[config.mk]
export PLATFORM = sky130hd
export DESIGN_NAME = redundant_angle_compute
export DESIGN_NICKNAME = d
export VERILOG_FILES = /design/src/rtl/angle_pkg.sv /design/src/rtl/redundant_angle_compute.sv
export VERILOG_INCLUDE_DIRS = /design/src /design/src/rtl
export SDC_FILE = /design/constraint.sdc
export NUM_CORES = 2
export LEC_CHECK = 0
export BUFFER_PORTS_ARGS = -buffer_cell sky130_fd_sc_hd__buf_2
export CAP_MARGIN = 5
export CORE_UTILIZATION = 40
export CTS_CLUSTER_DIAMETER = 100
export DETAILED_ROUTE_END_ITERATION = 10
export PLACE_DENSITY_LB_ADDON = 0.2
export SLEW_MARGIN = 20
export SYNTH_ARGS = -nofsm -noshare
export SYNTH_HDL_FRONTEND = slang
export SYNTH_SLANG_ARGS = --single-unit
[constraint.sdc]
create_clock -name clk -period 8.6 [get_ports clk]
set_clock_uncertainty 0.1 [all_clocks]
set_input_delay 0.86 -clock clk [delete_from_list [all_inputs] [get_ports clk]]
set_output_delay 0.86 -clock clk [all_outputs]
set_load 0.01 [all_outputs]
[src/rtl/angle_params.svh]
// constants for the redundant angle compute core
// assumes a 25 MHz core clock and 16-bit angles (65536 counts = one turn)
`ifndef ANGLE_PARAMS_SVH
`define ANGLE_PARAMS_SVH
`define PLATE_W 14
`define CLK_PERIOD_NS 40
`define REFRESH_NS 2000
`define BW_SEL_DEFAULT 3'h2
`define BW_SEL_MAX 3'h4
`define FILT_SHIFT_BASE 3'h5
`define FILT_FRAC 6
`define SQRT3_HALF_Q10 11'h377
`define INV_SQRT3_Q10 11'h24f
`define Q_SHIFT 10
`define DEG60 16'h2aab
`define DEG120 16'h5555
`define DEG180 16'h8000
`define LIN_SHIFT 4
`define CORDIC_STEPS 16
`define MISMATCH_DEFAULT 16'h00b6
`define ANGLE_STATUS_ADDR 8'h0c
`define ANGLE_VALID_BIT 0
`define ERR_BIT_LSB 1
`endif

[src/rtl/angle_pkg.sv]
// types shared by the angle core and its surroundings
// assumes angle_params.svh is on the include path
`include "angle_params.svh"
package angle_pkg;
    typedef struct packed {
        logic signed [`PLATE_W-1:0] p6;
        logic signed [`PLATE_W-1:0] p5;
        logic signed [`PLATE_W-1:0] p4;
        logic signed [`PLATE_W-1:0] p3;
        logic signed [`PLATE_W-1:0] p2;
        logic signed [`PLATE_W-1:0] p1;
    } plate_field_sample_type;
    typedef struct packed {
        logic [15:0] zero_offset;
        logic [2:0] filter_bandwidth_select;
        logic [2:0] diag_enable;
        logic [15:0][7:0] lin_table;
    } nvm_config_type;
    typedef struct packed {
        logic [15:0] redundant_angle_ca;
        logic [15:0] redundant_angle_bc;
        logic [15:0] redundant_angle_ab;
        logic [15:0] main_angle;
    } angles_type;
    typedef enum logic [1:0] {
        ST_IDLE = 2'b00,
        ST_RUN = 2'b01,
        ST_DONE = 2'b11
    } cordic_state_type;
endpackage

[src/rtl/redundant_angle_compute.sv]
// redundant angle compute core: main angle plus three pair angles
// assumes plate samples come from converters on the same clock
// Summary of operation
// main angle is atan2 of sqrt3/2*(B+C) over A+(B-C)/2
// channel A is plate1-plate4, B plate2-plate5, C plate3-plate6
// three redundant angles from channel pairs AB, BC and CA
// compare main with each redundant angle every cycle; mismatch means safe
// a fresh angle result every 2 us
// the angle value is 16 bits wide
// latency follows the filter bandwidth, 90 down to 15 us
// four independent results computed in parallel
// main uses six plates, each redundant path only four
// zero offset, filter, linearization, diagnostics come from nvm config
// 3-bit bandwidth select, 000..100, default 010
// valid flag set once an angle exists and no error is present
// mismatch threshold is a parameter; sticky flag per redundant angle
// each redundant angle uses a parameterised arctangent block
`timescale 1ns/1ps
`default_nettype none
`include "angle_params.svh"

module angle_atan2
    import angle_pkg::*;
#(
    parameter int DW = 19
) (
    input wire logic clk,
    input wire logic rst_n,
    input wire logic ce,
    input wire logic start,
    input wire logic signed [DW-1:0] x_in,
    input wire logic signed [DW-1:0] y_in,
    output logic done,
    output logic [15:0] angle
);
    cordic_state_type state;
    logic signed [DW-1:0] xr;
    logic signed [DW-1:0] yr;
    logic [3:0] step;
    logic [15:0] next_z;
    logic signed [DW-1:0] next_x;
    logic signed [DW-1:0] next_y;
    logic y_neg;
    logic last_step;

    // narrower operands lose the angle in rounding
    if (DW < 8) begin : g_bad_width
        $error("angle_atan2: DW too small");
    end

    // arctangent of 2^-i in 16-bit turn units
    function automatic logic [15:0] atan_step(input logic [3:0] i);
        unique case (i)
            4'h0: atan_step = 16'h2000;
            4'h1: atan_step = 16'h12e4;
            4'h2: atan_step = 16'h09fb;
            4'h3: atan_step = 16'h0511;
            4'h4: atan_step = 16'h028b;
            4'h5: atan_step = 16'h0146;
            4'h6: atan_step = 16'h00a3;
            4'h7: atan_step = 16'h0051;
            4'h8: atan_step = 16'h0029;
            4'h9: atan_step = 16'h0014;
            4'ha: atan_step = 16'h000a;
            4'hb: atan_step = 16'h0005;
            4'hc: atan_step = 16'h0003;
            4'hd: atan_step = 16'h0001;
            4'he: atan_step = 16'h0001;
            4'hf: atan_step = 16'h0000;
        endcase
    endfunction

    // vectoring rotation drives y toward zero, z gathers the angle
    assign y_neg = yr[DW-1];
    assign next_x = y_neg ? xr - (yr >>> step) : xr + (yr >>> step);
    assign next_y = y_neg ? yr + (xr >>> step) : yr - (xr >>> step);
    assign next_z = y_neg ? angle - atan_step(step)
                          : angle + atan_step(step);
    assign last_step = (step == 4'(`CORDIC_STEPS - 1));
    assign done = (state == ST_DONE);

    always_ff @(posedge clk or negedge rst_n) begin
        if (!rst_n) begin
            state <= ST_IDLE;
            xr <= '0;
            yr <= '0;
            angle <= 16'h0000;
            step <= 4'h0;
        end else if (ce) begin
            unique case (state)
                ST_IDLE: begin
                    if (start) begin
                        // fold the left half plane over; cordic covers +-90
                        xr <= x_in[DW-1] ? -x_in : x_in;
                        yr <= x_in[DW-1] ? -y_in : y_in;
                        angle <= x_in[DW-1] ? `DEG180 : 16'h0000;
                        step <= 4'h0;
                        state <= ST_RUN;
                    end
                end
                ST_RUN: begin
                    xr <= next_x;
                    yr <= next_y;
                    angle <= next_z;
                    step <= step + 4'h1;
                    if (last_step) state <= ST_DONE;
                end
                ST_DONE: state <= ST_IDLE;
                default: state <= ST_IDLE;
            endcase
        end
    end
endmodule // angle_atan2

module redundant_angle_compute
    import angle_pkg::*;
#(
    parameter logic [15:0] MISMATCH_LIMIT = `MISMATCH_DEFAULT
) (
    input wire logic clk,
    input wire logic rst_n,
    input wire logic ce,
    input wire plate_field_sample_type plate_field_sample,
    input wire nvm_config_type nvm_cfg,
    input wire logic err_clear,
    output angles_type angles,
    output logic angle_update,
    output logic angle_valid_flag,
    output logic [2:0] mismatch_err,
    output logic safe_state,
    output logic [15:0] angle_status
);
    localparam int CW = `PLATE_W + 1;
    localparam int AW = CW + `FILT_FRAC;
    localparam int DW = `PLATE_W + 5;
    localparam int PW = DW + 12;
    localparam int REFRESH_CYCLES = `REFRESH_NS / `CLK_PERIOD_NS;
    localparam int RW = $clog2(REFRESH_CYCLES);

    if (MISMATCH_LIMIT == 16'h0000 || MISMATCH_LIMIT[15]) begin : g_bad_limit
        $error("redundant_angle_compute: bad MISMATCH_LIMIT");
    end
    if (REFRESH_CYCLES < `CORDIC_STEPS + 3) begin : g_bad_refresh
        $error("redundant_angle_compute: refresh shorter than solve");
    end

    // differential channels from opposite plates
    logic signed [CW-1:0] diff_channel_a;
    logic signed [CW-1:0] diff_channel_b;
    logic signed [CW-1:0] diff_channel_c;
    assign diff_channel_a = CW'(plate_field_sample.p1)
                          - CW'(plate_field_sample.p4);
    assign diff_channel_b = CW'(plate_field_sample.p2)
                          - CW'(plate_field_sample.p5);
    assign diff_channel_c = CW'(plate_field_sample.p3)
                          - CW'(plate_field_sample.p6);

    // refresh timer
    logic [RW-1:0] refresh_cnt;
    logic refresh_tick;
    logic start_solve;
    assign refresh_tick = (refresh_cnt == RW'(REFRESH_CYCLES - 1));

    always_ff @(posedge clk or negedge rst_n) begin
        if (!rst_n) refresh_cnt <= '0;
        else if (ce) refresh_cnt <= refresh_tick ? '0 : refresh_cnt + 1'b1;
    end

    // first-order smoothing per channel, coefficient 2^-shift
    logic bw_legal;
    logic [2:0] bw_eff;
    logic [2:0] filt_shift;
    assign bw_legal = (nvm_cfg.filter_bandwidth_select <= `BW_SEL_MAX);
    assign bw_eff = bw_legal ? nvm_cfg.filter_bandwidth_select
                             : `BW_SEL_DEFAULT;
    // lower bandwidth means a longer time constant, hence longer latency
    assign filt_shift = `FILT_SHIFT_BASE - bw_eff;

    logic signed [CW-1:0] chan_raw [3];
    logic signed [AW-1:0] acc [3];
    logic signed [CW-1:0] chan_f [3];
    assign chan_raw[0] = diff_channel_a;
    assign chan_raw[1] = diff_channel_b;
    assign chan_raw[2] = diff_channel_c;

    for (genvar g = 0; g < 3; g++) begin : g_filt
        logic signed [AW:0] err_term;
        assign err_term = (AW+1)'(chan_raw[g]) * (AW+1)'(2 ** `FILT_FRAC)
                        - (AW+1)'(acc[g]);
        assign chan_f[g] = CW'(acc[g] >>> `FILT_FRAC);
        always_ff @(posedge clk or negedge rst_n) begin
            if (!rst_n) acc[g] <= '0;
            else if (ce && refresh_tick)
                acc[g] <= acc[g] + AW'(err_term >>> filt_shift);
        end
    end

    always_ff @(posedge clk or negedge rst_n) begin
        if (!rst_n) start_solve <= 1'b0;
        else if (ce) start_solve <= refresh_tick;
    end

    // arctangent operands; path 0 main, 1 ab, 2 bc, 3 ca
    logic signed [DW-1:0] fa;
    logic signed [DW-1:0] fb;
    logic signed [DW-1:0] fc;
    logic signed [PW-1:0] prod_main;
    logic signed [PW-1:0] prod_ab;
    logic signed [PW-1:0] prod_bc;
    logic signed [PW-1:0] prod_ca;
    logic signed [DW-1:0] op_x [4];
    logic signed [DW-1:0] op_y [4];
    assign fa = DW'(chan_f[0]);
    assign fb = DW'(chan_f[1]);
    assign fc = DW'(chan_f[2]);

    // main uses all six plates through A, B and C
    assign prod_main = PW'(fb + fc) * PW'($signed({1'b0, `SQRT3_HALF_Q10}));
    assign op_x[0] = fa + ((fb - fc) >>> 1);
    assign op_y[0] = DW'(prod_main >>> `Q_SHIFT);

    // a pair at 60 deg spacing: x = P, y = (2Q - P)/sqrt3, then rotate back
    assign prod_ab = PW'(2 * fb - fa) * PW'($signed({1'b0, `INV_SQRT3_Q10}));
    assign prod_bc = PW'(2 * fc - fb) * PW'($signed({1'b0, `INV_SQRT3_Q10}));
    assign prod_ca = PW'(-2 * fa - fc) * PW'($signed({1'b0, `INV_SQRT3_Q10}));
    assign op_x[1] = fa;
    assign op_y[1] = DW'(prod_ab >>> `Q_SHIFT);
    assign op_x[2] = fb;
    assign op_y[2] = DW'(prod_bc >>> `Q_SHIFT);
    assign op_x[3] = fc;
    assign op_y[3] = DW'(prod_ca >>> `Q_SHIFT);

    logic [3:0] solve_done;
    logic [15:0] raw_angle [4];
    logic [15:0] frame_offset [4];
    assign frame_offset[0] = 16'h0000;
    assign frame_offset[1] = 16'h0000;
    assign frame_offset[2] = `DEG60;
    assign frame_offset[3] = `DEG120;

    // four solvers run side by side so every path has its own result
    for (genvar p = 0; p < 4; p++) begin : g_path
        angle_atan2 #(
            .DW(DW)
        ) u_atan (
            .clk(clk),
            .rst_n(rst_n),
            .ce(ce),
            .start(start_solve),
            .x_in(op_x[p]),
            .y_in(op_y[p]),
            .done(solve_done[p]),
            .angle(raw_angle[p])
        );
    end

    // zero offset and nearest-segment linearization, no interpolation
    function automatic logic [15:0] correct(input logic [15:0] a,
                                            input logic [15:0] zero,
                                            input logic [15:0][7:0] lin);
        logic [7:0] c;
        c = lin[a[15:12]];
        correct = a - zero + {{(8 - `LIN_SHIFT){c[7]}}, c, `LIN_SHIFT'(0)};
    endfunction

    logic all_done;
    logic [15:0] next_angle [4];
    assign all_done = &solve_done;
    for (genvar p = 0; p < 4; p++) begin : g_corr
        assign next_angle[p] = correct(raw_angle[p] + frame_offset[p],
                                       nvm_cfg.zero_offset,
                                       nvm_cfg.lin_table);
    end

    logic first_done;
    always_ff @(posedge clk or negedge rst_n) begin
        if (!rst_n) begin
            angles <= '0;
            angle_update <= 1'b0;
            first_done <= 1'b0;
        end else if (ce) begin
            angle_update <= all_done;
            if (all_done) begin
                angles.main_angle <= next_angle[0];
                angles.redundant_angle_ab <= next_angle[1];
                angles.redundant_angle_bc <= next_angle[2];
                angles.redundant_angle_ca <= next_angle[3];
                first_done <= 1'b1;
            end
        end
    end

    // continuous cross-check; wraparound handled by signed difference
    logic [15:0] red_angle [3];
    logic [2:0] mismatch_set;
    assign red_angle[0] = angles.redundant_angle_ab;
    assign red_angle[1] = angles.redundant_angle_bc;
    assign red_angle[2] = angles.redundant_angle_ca;

    for (genvar r = 0; r < 3; r++) begin : g_cmp
        logic signed [15:0] delta;
        logic [15:0] delta_mag;
        assign delta = $signed(angles.main_angle - red_angle[r]);
        assign delta_mag = delta[15] ? 16'(-delta) : 16'(delta);
        assign mismatch_set[r] = first_done && nvm_cfg.diag_enable[r]
                              && (delta_mag > MISMATCH_LIMIT);
    end

    // set wins over a clear in the same cycle
    always_ff @(posedge clk or negedge rst_n) begin
        if (!rst_n) mismatch_err <= 3'h0;
        else if (ce)
            mismatch_err <= (mismatch_err & {3{~err_clear}})
                          | mismatch_set;
    end

    assign safe_state = |mismatch_err;
    assign angle_valid_flag = first_done && !safe_state;

    always_comb begin
        angle_status = 16'h0000;
        angle_status[`ANGLE_VALID_BIT] = angle_valid_flag;
        angle_status[`ERR_BIT_LSB +: 3] = mismatch_err;
    end
endmodule // redundant_angle_compute
`default_nettype wire

After elaboration in Yosys (flattened, before gate mapping)
Memory sizes are Yosys's and may differ from the RTL's. Cells that the tools add are included.

Bits in read-only memories: 1792. Memories: 8. Register bits: 379. Memory bits (writable): 0. Latch bits: 0. Word-level logic and storage cells: 260. Output and inout port bits: 86.

Mux-type cells: 75. $add $sub $neg: 70. Magnitude comparators: 8. Shift operators: 11. Reduce and logical (&&, ||, !) cells: 28. Bitwise logic cells: 3. $mul: 4. Div/mod/pow operators: 0. Equal/unequal tests: 21.

Memories: (name not given) (depth 16, bits a word 14, rd ports 1, clocked after Yosys merged registers in 0, write ports 0, line redundant_angle_compute.sv:53) `unique case (i)`; (name not given) (depth 16, bits a word 14, rd ports 1, clocked after Yosys merged registers in 0, write ports 0, line redundant_angle_compute.sv:53); (name not given) (depth 16, bits a word 14, rd ports 1, clocked after Yosys merged registers in 0, write ports 0, line redundant_angle_compute.sv:53); (name not given) (depth 16, bits a word 14, rd ports 1, clocked after Yosys merged registers in 0, write ports 0, line redundant_angle_compute.sv:53); (name not given) (depth 16, bits a word 14, rd ports 1, clocked after Yosys merged registers in 0, write ports 0, line redundant_angle_compute.sv:53); (name not given) (depth 16, bits a word 14, rd ports 1, clocked after Yosys merged registers in 0, write ports 0, line redundant_angle_compute.sv:53); +2 memories.

Operator list (number): 19-bit 2-to-1 mux (24); 19-bit case mux with 2 select lines (8); 16-bit 2-to-1 mux (15); 16-bit subtractor (11); 19-bit adder (8); 19-bit by 4-bit >>> shifter with 19-bit output (8); 19-bit subtractor (8); 16-bit adder (8); 8-bit binary-select mux with 4-bit select (4); 16-bit case mux with 2 select lines (4); 22-bit by 3-bit >>> shifter with 21-bit output (3); 21-bit by 21-bit subtractor with 22-bit output (3); 21-bit adder (3); 15-bit negation with 19-bit output (3); 17-bit by 11-bit multiplier with 28-bit output (second input constant) (2); 16-bit by 8-bit greater-than comparator with 1-bit output (second input constant) (3); 16-bit negation (3); 14-bit by 14-bit subtractor with 15-bit output (3); 18-bit negation with 19-bit output (2); 16-bit by 15-bit subtractor with 17-bit output (2); 15-bit by 15-bit adder with 16-bit output (2); 8-bit 2-to-1 mux (4); 4-bit case mux with 2 select lines (4); 31-bit by 11-bit multiplier with 29-bit output (second input constant) (1); other kinds (36) (84).

Depth between registers and ports, before layout
Depth in word-level cells: 7. Depth in mapped cells: 39.

Cells and area by module
From an unflattened synthesis, not the netlist that was laid out.

Cells, all modules: 9961. Area, all modules: 80842.5 um^2.

Modules (own cells, without submodules): redundant_angle_compute (sequential area each 3478.3 um^2, cells an instance 5448, area each 44810.5 um^2, times used 1); angle_atan2 at g_path[0].u_atan ... (sequential area each 1501.4 um^2, cells an instance 1126, area each 9004.9 um^2, times used 2); angle_atan2 at g_path[1].u_atan (sequential area each 1501.4 um^2, cells an instance 1131, area each 9052.4 um^2, times used 1); angle_atan2 at g_path[2].u_atan (sequential area each 1501.4 um^2, cells an instance 1130, area each 8969.9 um^2, times used 1).

Least setup slack after synthesis
OpenSTA, ideal clock, no wires.

Path type: reg2reg. Start point: register acc[48] (netlist bit). End point: register g_path[3].u_atan.yr[18]. Path buffers: 1. Setup slack: -0.735 ns. Cell stages (with the launch flop): 36. Data arrival time: 9.114 ns. Data required time: 8.379 ns. Library setup time: 0.121 ns. Clock period less this slack: 9.335 ns. Cells stage by stage: dfrtp_1 or3_4 or3_4 or3_4 or3_2 xnor2_1 ha_1 o21ai_0 a21oi_1 nor2_1 nor2b_1 nor2_1 xnor2_1 inv_1 ha_1 ha_1 fa_1 fa_1 inv_1 fa_1 inv_1 ha_1 clkbuf_1 o21a_1 o21a_1 o31a_1 a311oi_1 a211oi_1 a2111oi_0 o31ai_1 a221o_2 xor2_1 xnor3_1 xnor3_1 mux2i_1 o21ai_1.

Word-level cells in the longest chain between the ends: 7.

RTL lines: from (decl) (line redundant_angle_compute.sv:180) `logic signed [AW-1:0] acc [3];`; from (signal, indexed assignment) (line redundant_angle_compute.sv:194) `acc[g] <= acc[g] + AW'(err_term >>> filt_shift);`; 15-bit negation with 30-bit output (*) (line redundant_angle_compute.sv:225) `` assign prod_ca = PW'(-2 * fa - fc) * PW'($signed({1'b0, `INV_SQRT3_Q10})); ``; 31-bit by 15-bit subtractor with 31-bit output (*) (line redundant_angle_compute.sv:225); 31-bit by 11-bit multiplier with 29-bit output (*) (line redundant_angle_compute.sv:225); 19-bit negation (line redundant_angle_compute.sv:95) `yr <= x_in[DW-1] ? -y_in : y_in;`; 19-bit 2-to-1 mux (*) (line redundant_angle_compute.sv:95); 19-bit 2-to-1 mux (*) (line redundant_angle_compute.sv:92) `if (start) begin`; 19-bit case mux with 2 select lines (*) (line redundant_angle_compute.sv:90) `unique case (state)`; to (signal assigned) (line redundant_angle_compute.sv:95); to (signal assigned) (line redundant_angle_compute.sv:103) `yr <= next_y;`; to (decl) (line redundant_angle_compute.sv:38) `logic signed [DW-1:0] yr;`.

Every way passes the cells marked *; elsewhere a longest branch is shown, timed or not. The select of a mux whose other input is x is not followed. A chain may end at the register's enable or synchronous reset.

Final worst setup path
Start point: register acc[49] (netlist bit). End point: register g_path[3].u_atan.yr[18].

Same word-level chain as after synthesis.

==> results.json <==
{
  "drive_above_1_share_pct": 14.52,
  "cts_tree": "done",
  "regArea_um2": 9504,
  "endpoint_kind": "flip-flop",
  "cts_hold_buf": 0,
  "clk_latency_ns": 0.71,
  "met2_usage_pct": 41.68,
  "cts.sinks": 379,
  "die_area_um2": 195000,
  "critPathArrivalTime_ns": 9.06,
  "synth-main-ff-cell": "dfrtp_1",
  "outcome": "finished clean",
  "grt_use_met3_pct": 2.893,
  "path_clk_slew_ns": 0.06,
  "use_met1_pct": 35.02,
  "drt_pass1_iterations": 6,
  "fin_crit_ns": 8.578,
  "ys_top_cells_by_area": "ha_1 16%, dfrtp_1 12%, fa_1 9.4%, mux4_2 7.7%, xnor2_1 6.3%",
  "h-tree-depth": 2,
  "drv_cap": 0,
  "synth.distinct_cells": 98,
  "initial_core_util_pct": 40.47,
  "slew_violations": 0,
  "antenna_found_initial": 24,
  "cts-buffers-inserted": 56,
  "path_buf_inv": 8,
  "netlist_area_um2": 77300,
  "coreArea_um2": 191000,
  "synth_top_area_share_pct": 15.60,
  "grt_pass1_wl_um": 396600,
  "synthCells": 9573,
  "cp_max_fo": 3,
  "crit_family": "adder cells",
  "synth-seq-area-share_pct": 12.27,
  "row_count": 160,
  "crit_path_top_delay_cell": "fa_1",
  "die_h_um": 441.6,
  "routed_wl_um": 256100,
  "yosysWarnings": 0,
  "drc": 0,
  "multi_input_area_um2": 63700,
  "finalCritPeriodShare_pct": 99.75,
  "port_buffers": 311,
  "hpwl_um": 206800,
  "reg2reg_to": "g_path[3].u_atan.yr[18]$_DFFE_PN0P_",
  "fmax_ghz": 0.1166,
  "yosys.area.top_type": "ha_1",
  "final.setup.tns_ns": 0,
  "grt_max_degree": 128,
  "fill_cells": 18881,
  "reg2reg_setup_slack_ns": 0.02,
  "grt_pass1_vias": 69042,
  "viasPerCell": 5.691,
  "drt_iter0_markers": 5117,
  "postRouteAntennaNets": 0,
  "grt-ovfl-total": 0,
  "cts-root-buf": "clkbuf_16",
  "maxSlewHeadroom_pct": 27.61,
  "final-hold-violation-count": 0,
  "grt.total_usage_pct": 25.67,
  "area_growth_pct": 12.68,
  "gp_congestion": 0.9691,
  "critPathLaunch": "acc[49]$_DFFE_PN0P_",
  "setup_viol": 0,
  "async_flop_share_pct": 100.0,
  "min_path_type": "input port to async pin",
  "synth.avg_cell_area_um2": 8.074,
  "synth-seq-cells": 379,
  "rsz0062_at_grt": "true",
  "worst_pin_slew_ns": 1.085,
  "io_pins": 324,
  "synth_edf_count": 0,
  "reg2reg_from": "acc[49]$_DFFE_PN0P_",
  "fp.dieW_um": 441.6,
  "required_ns": 9.08,
  "rr_worst_depth": 35,
  "worstSetupPathType": "flip-flop to flip-flop",
  "wl_per_cell_um": 20.39,
  "nNetsFinal": 11544,
  "ctsLongestPathBuffers": 3,
  "cp-start-kind": "flip-flop",
  "grt-busiest-layer": "met2",
  "vias": 71482,
  "cp_slowest_stage_delay_ns": 0.56
}
==> registers in the layout (all words and copies together) (netlist names), 3 cells and up <==
name and count:
acc 63, g_path.u_atan.angle 64, g_path.u_atan.state 8, g_path.u_atan.xr 76, g_path.u_atan.step 16, refresh_cnt 6
mismatch_err 3, g_path.u_atan.yr 76, angles 64
==> cells in the mapped netlist, drive strengths merged, types with 16 or more instances <==
library cell,instances
inv,1043
ha,964
nand2,870
nor2,813
o21ai,738
a21oi,715
xnor2,560
dfrtp,379
fa,364
clkbuf,304
xor2,277
mux4,263
nor3,181
mux2i,153
nand3,126
a21o,123
a31oi,108
o21a,100
o21bai,97
nor2b,93
buf,88
o22ai,80
nand2b,76
and2,74
or3,74
and3,73
a21boi,72
a211oi,69
mux2,69
o211ai,68
o31ai,55
or2,39
a22oi,36
o41ai,33
nand4,29
nor3b,22
o31a,22
a211o,20
o221ai,20
o22a,18
nor4,16
==> worst register-to-register path, delay by kind of cell (launching register included) <==
family / cells / cell delay, ns
adders and majority gates: 7 / 2.52
muxes: 1 / 0.15
and+or+nand+nor: 6 / 1.75
AOI/OAI and AO/OA: 8 / 1.57
DFF: 1 / 0.38
buffers and inverters: 8 / 0.88
xor gates and xnor gates: 5 / 1.11
==> per-layer routing <==
metal,vias to the layer above,wire length [um]
li1,34544,-
met1,34560,116100
met2,1990,116200
met3,386,13020
met4,2,10830
met5,-,16
==> stage by stage <==
stage / cells / utilization [%] / area, um^2 / hold slack [ns] / worst slack [ns]
2_1_floorplan: 9584 / - / 77520 / 0.3668 / -0.03304
3_3_place_gp: 12374 / 43.69 / 83450 / 0.3947 / -0.2330
3_5_place_dp: 12374 / 43.70 / 83450 / 0.3970 / -0.3191
4_1_cts: 12498 / 44.93 / 85800 / 0.1278 / -0.04628
5_1_grt: 12554 / 45.60 / 87080 / 0.1587 / -0.3463
6_report: 12560 / 45.61 / 87100 / 0.1076 / 0.02189
==> kinds of logic (layout without fill, tap and decap cells) <==
group	Yosys count	after routing	synth area share [%]
AO/OA/AOI/OAI	2545	2545	20.29
XOR/XNOR	840	840	9.581
adder cells (fa/ha/maj)	1328	1328	25.03
buffers and inverters	1442	1882	7.197
flip-flops	379	379	12.27
multiplexers	485	485	10.65
other	1	37	0.004852
AND/OR/NAND/NOR	2553	2553	14.98
==> repair_timing <==
item,in CTS,in global routing
pin swaps,34,119
gates resized for setup,41,197
buffers inserted,20,39
setup endpoints to repair,9,37
cloned,0,0
endpoints found under the hold margin,0,0
==> cell type report <==
class,count,area share [%]
multi-input combinational,7763,73.14
sequential,379,10.91
timing repair buffer,729,5.487
inverter,1049,4.525
tap,2511,3.607
clock buffer,72,1.735
clock inverter,32,0.5215
antenna,25,0.07183
==> how the worst max path moves through the flow <==
| stage | endpoint | slack (ns) | depth (start not counted) |
|---|---|---|---|
| 5_1_grt | g_path[3].u_atan.yr[18]$_DFFE_PN0P_ | -0.35 | 37 |
| 4_1_cts | g_path[3].u_atan.yr[18]$_DFFE_PN0P_ | -0.05 | 32 |
| 6_report | g_path[3].u_atan.yr[18]$_DFFE_PN0P_ | 0.02 | 35 |
| 3_3_place_gp | g_path[3].u_atan.yr[18]$_DFFE_PN0P_ | -0.23 | 32 |
| 3_5_place_dp | g_path[3].u_atan.yr[18]$_DFFE_PN0P_ | -0.32 | 32 |
| 2_1_floorplan | g_path[3].u_atan.yr[18]$_DFFE_PN0P_ | -0.03 | 35 |
==> cell usage in the layout, fill, tap and decap left out, types with 310 or more instances in the layout <==
| cell type | instances |
|---|---|
| nand2_1 | 860 |
| buf_4 | 405 |
| dfrtp_1 | 365 |
| a21oi_1 | 684 |
| xnor2_1 | 537 |
| fa_1 | 361 |
| nor2_1 | 800 |
| ha_1 | 937 |
| buf_2 | 310 |
| o21ai_0 | 713 |
| inv_1 | 1023 |
Power is not shown: default switching activity piles up to over one toggle a cycle in this logic, so the estimate is an artifact.
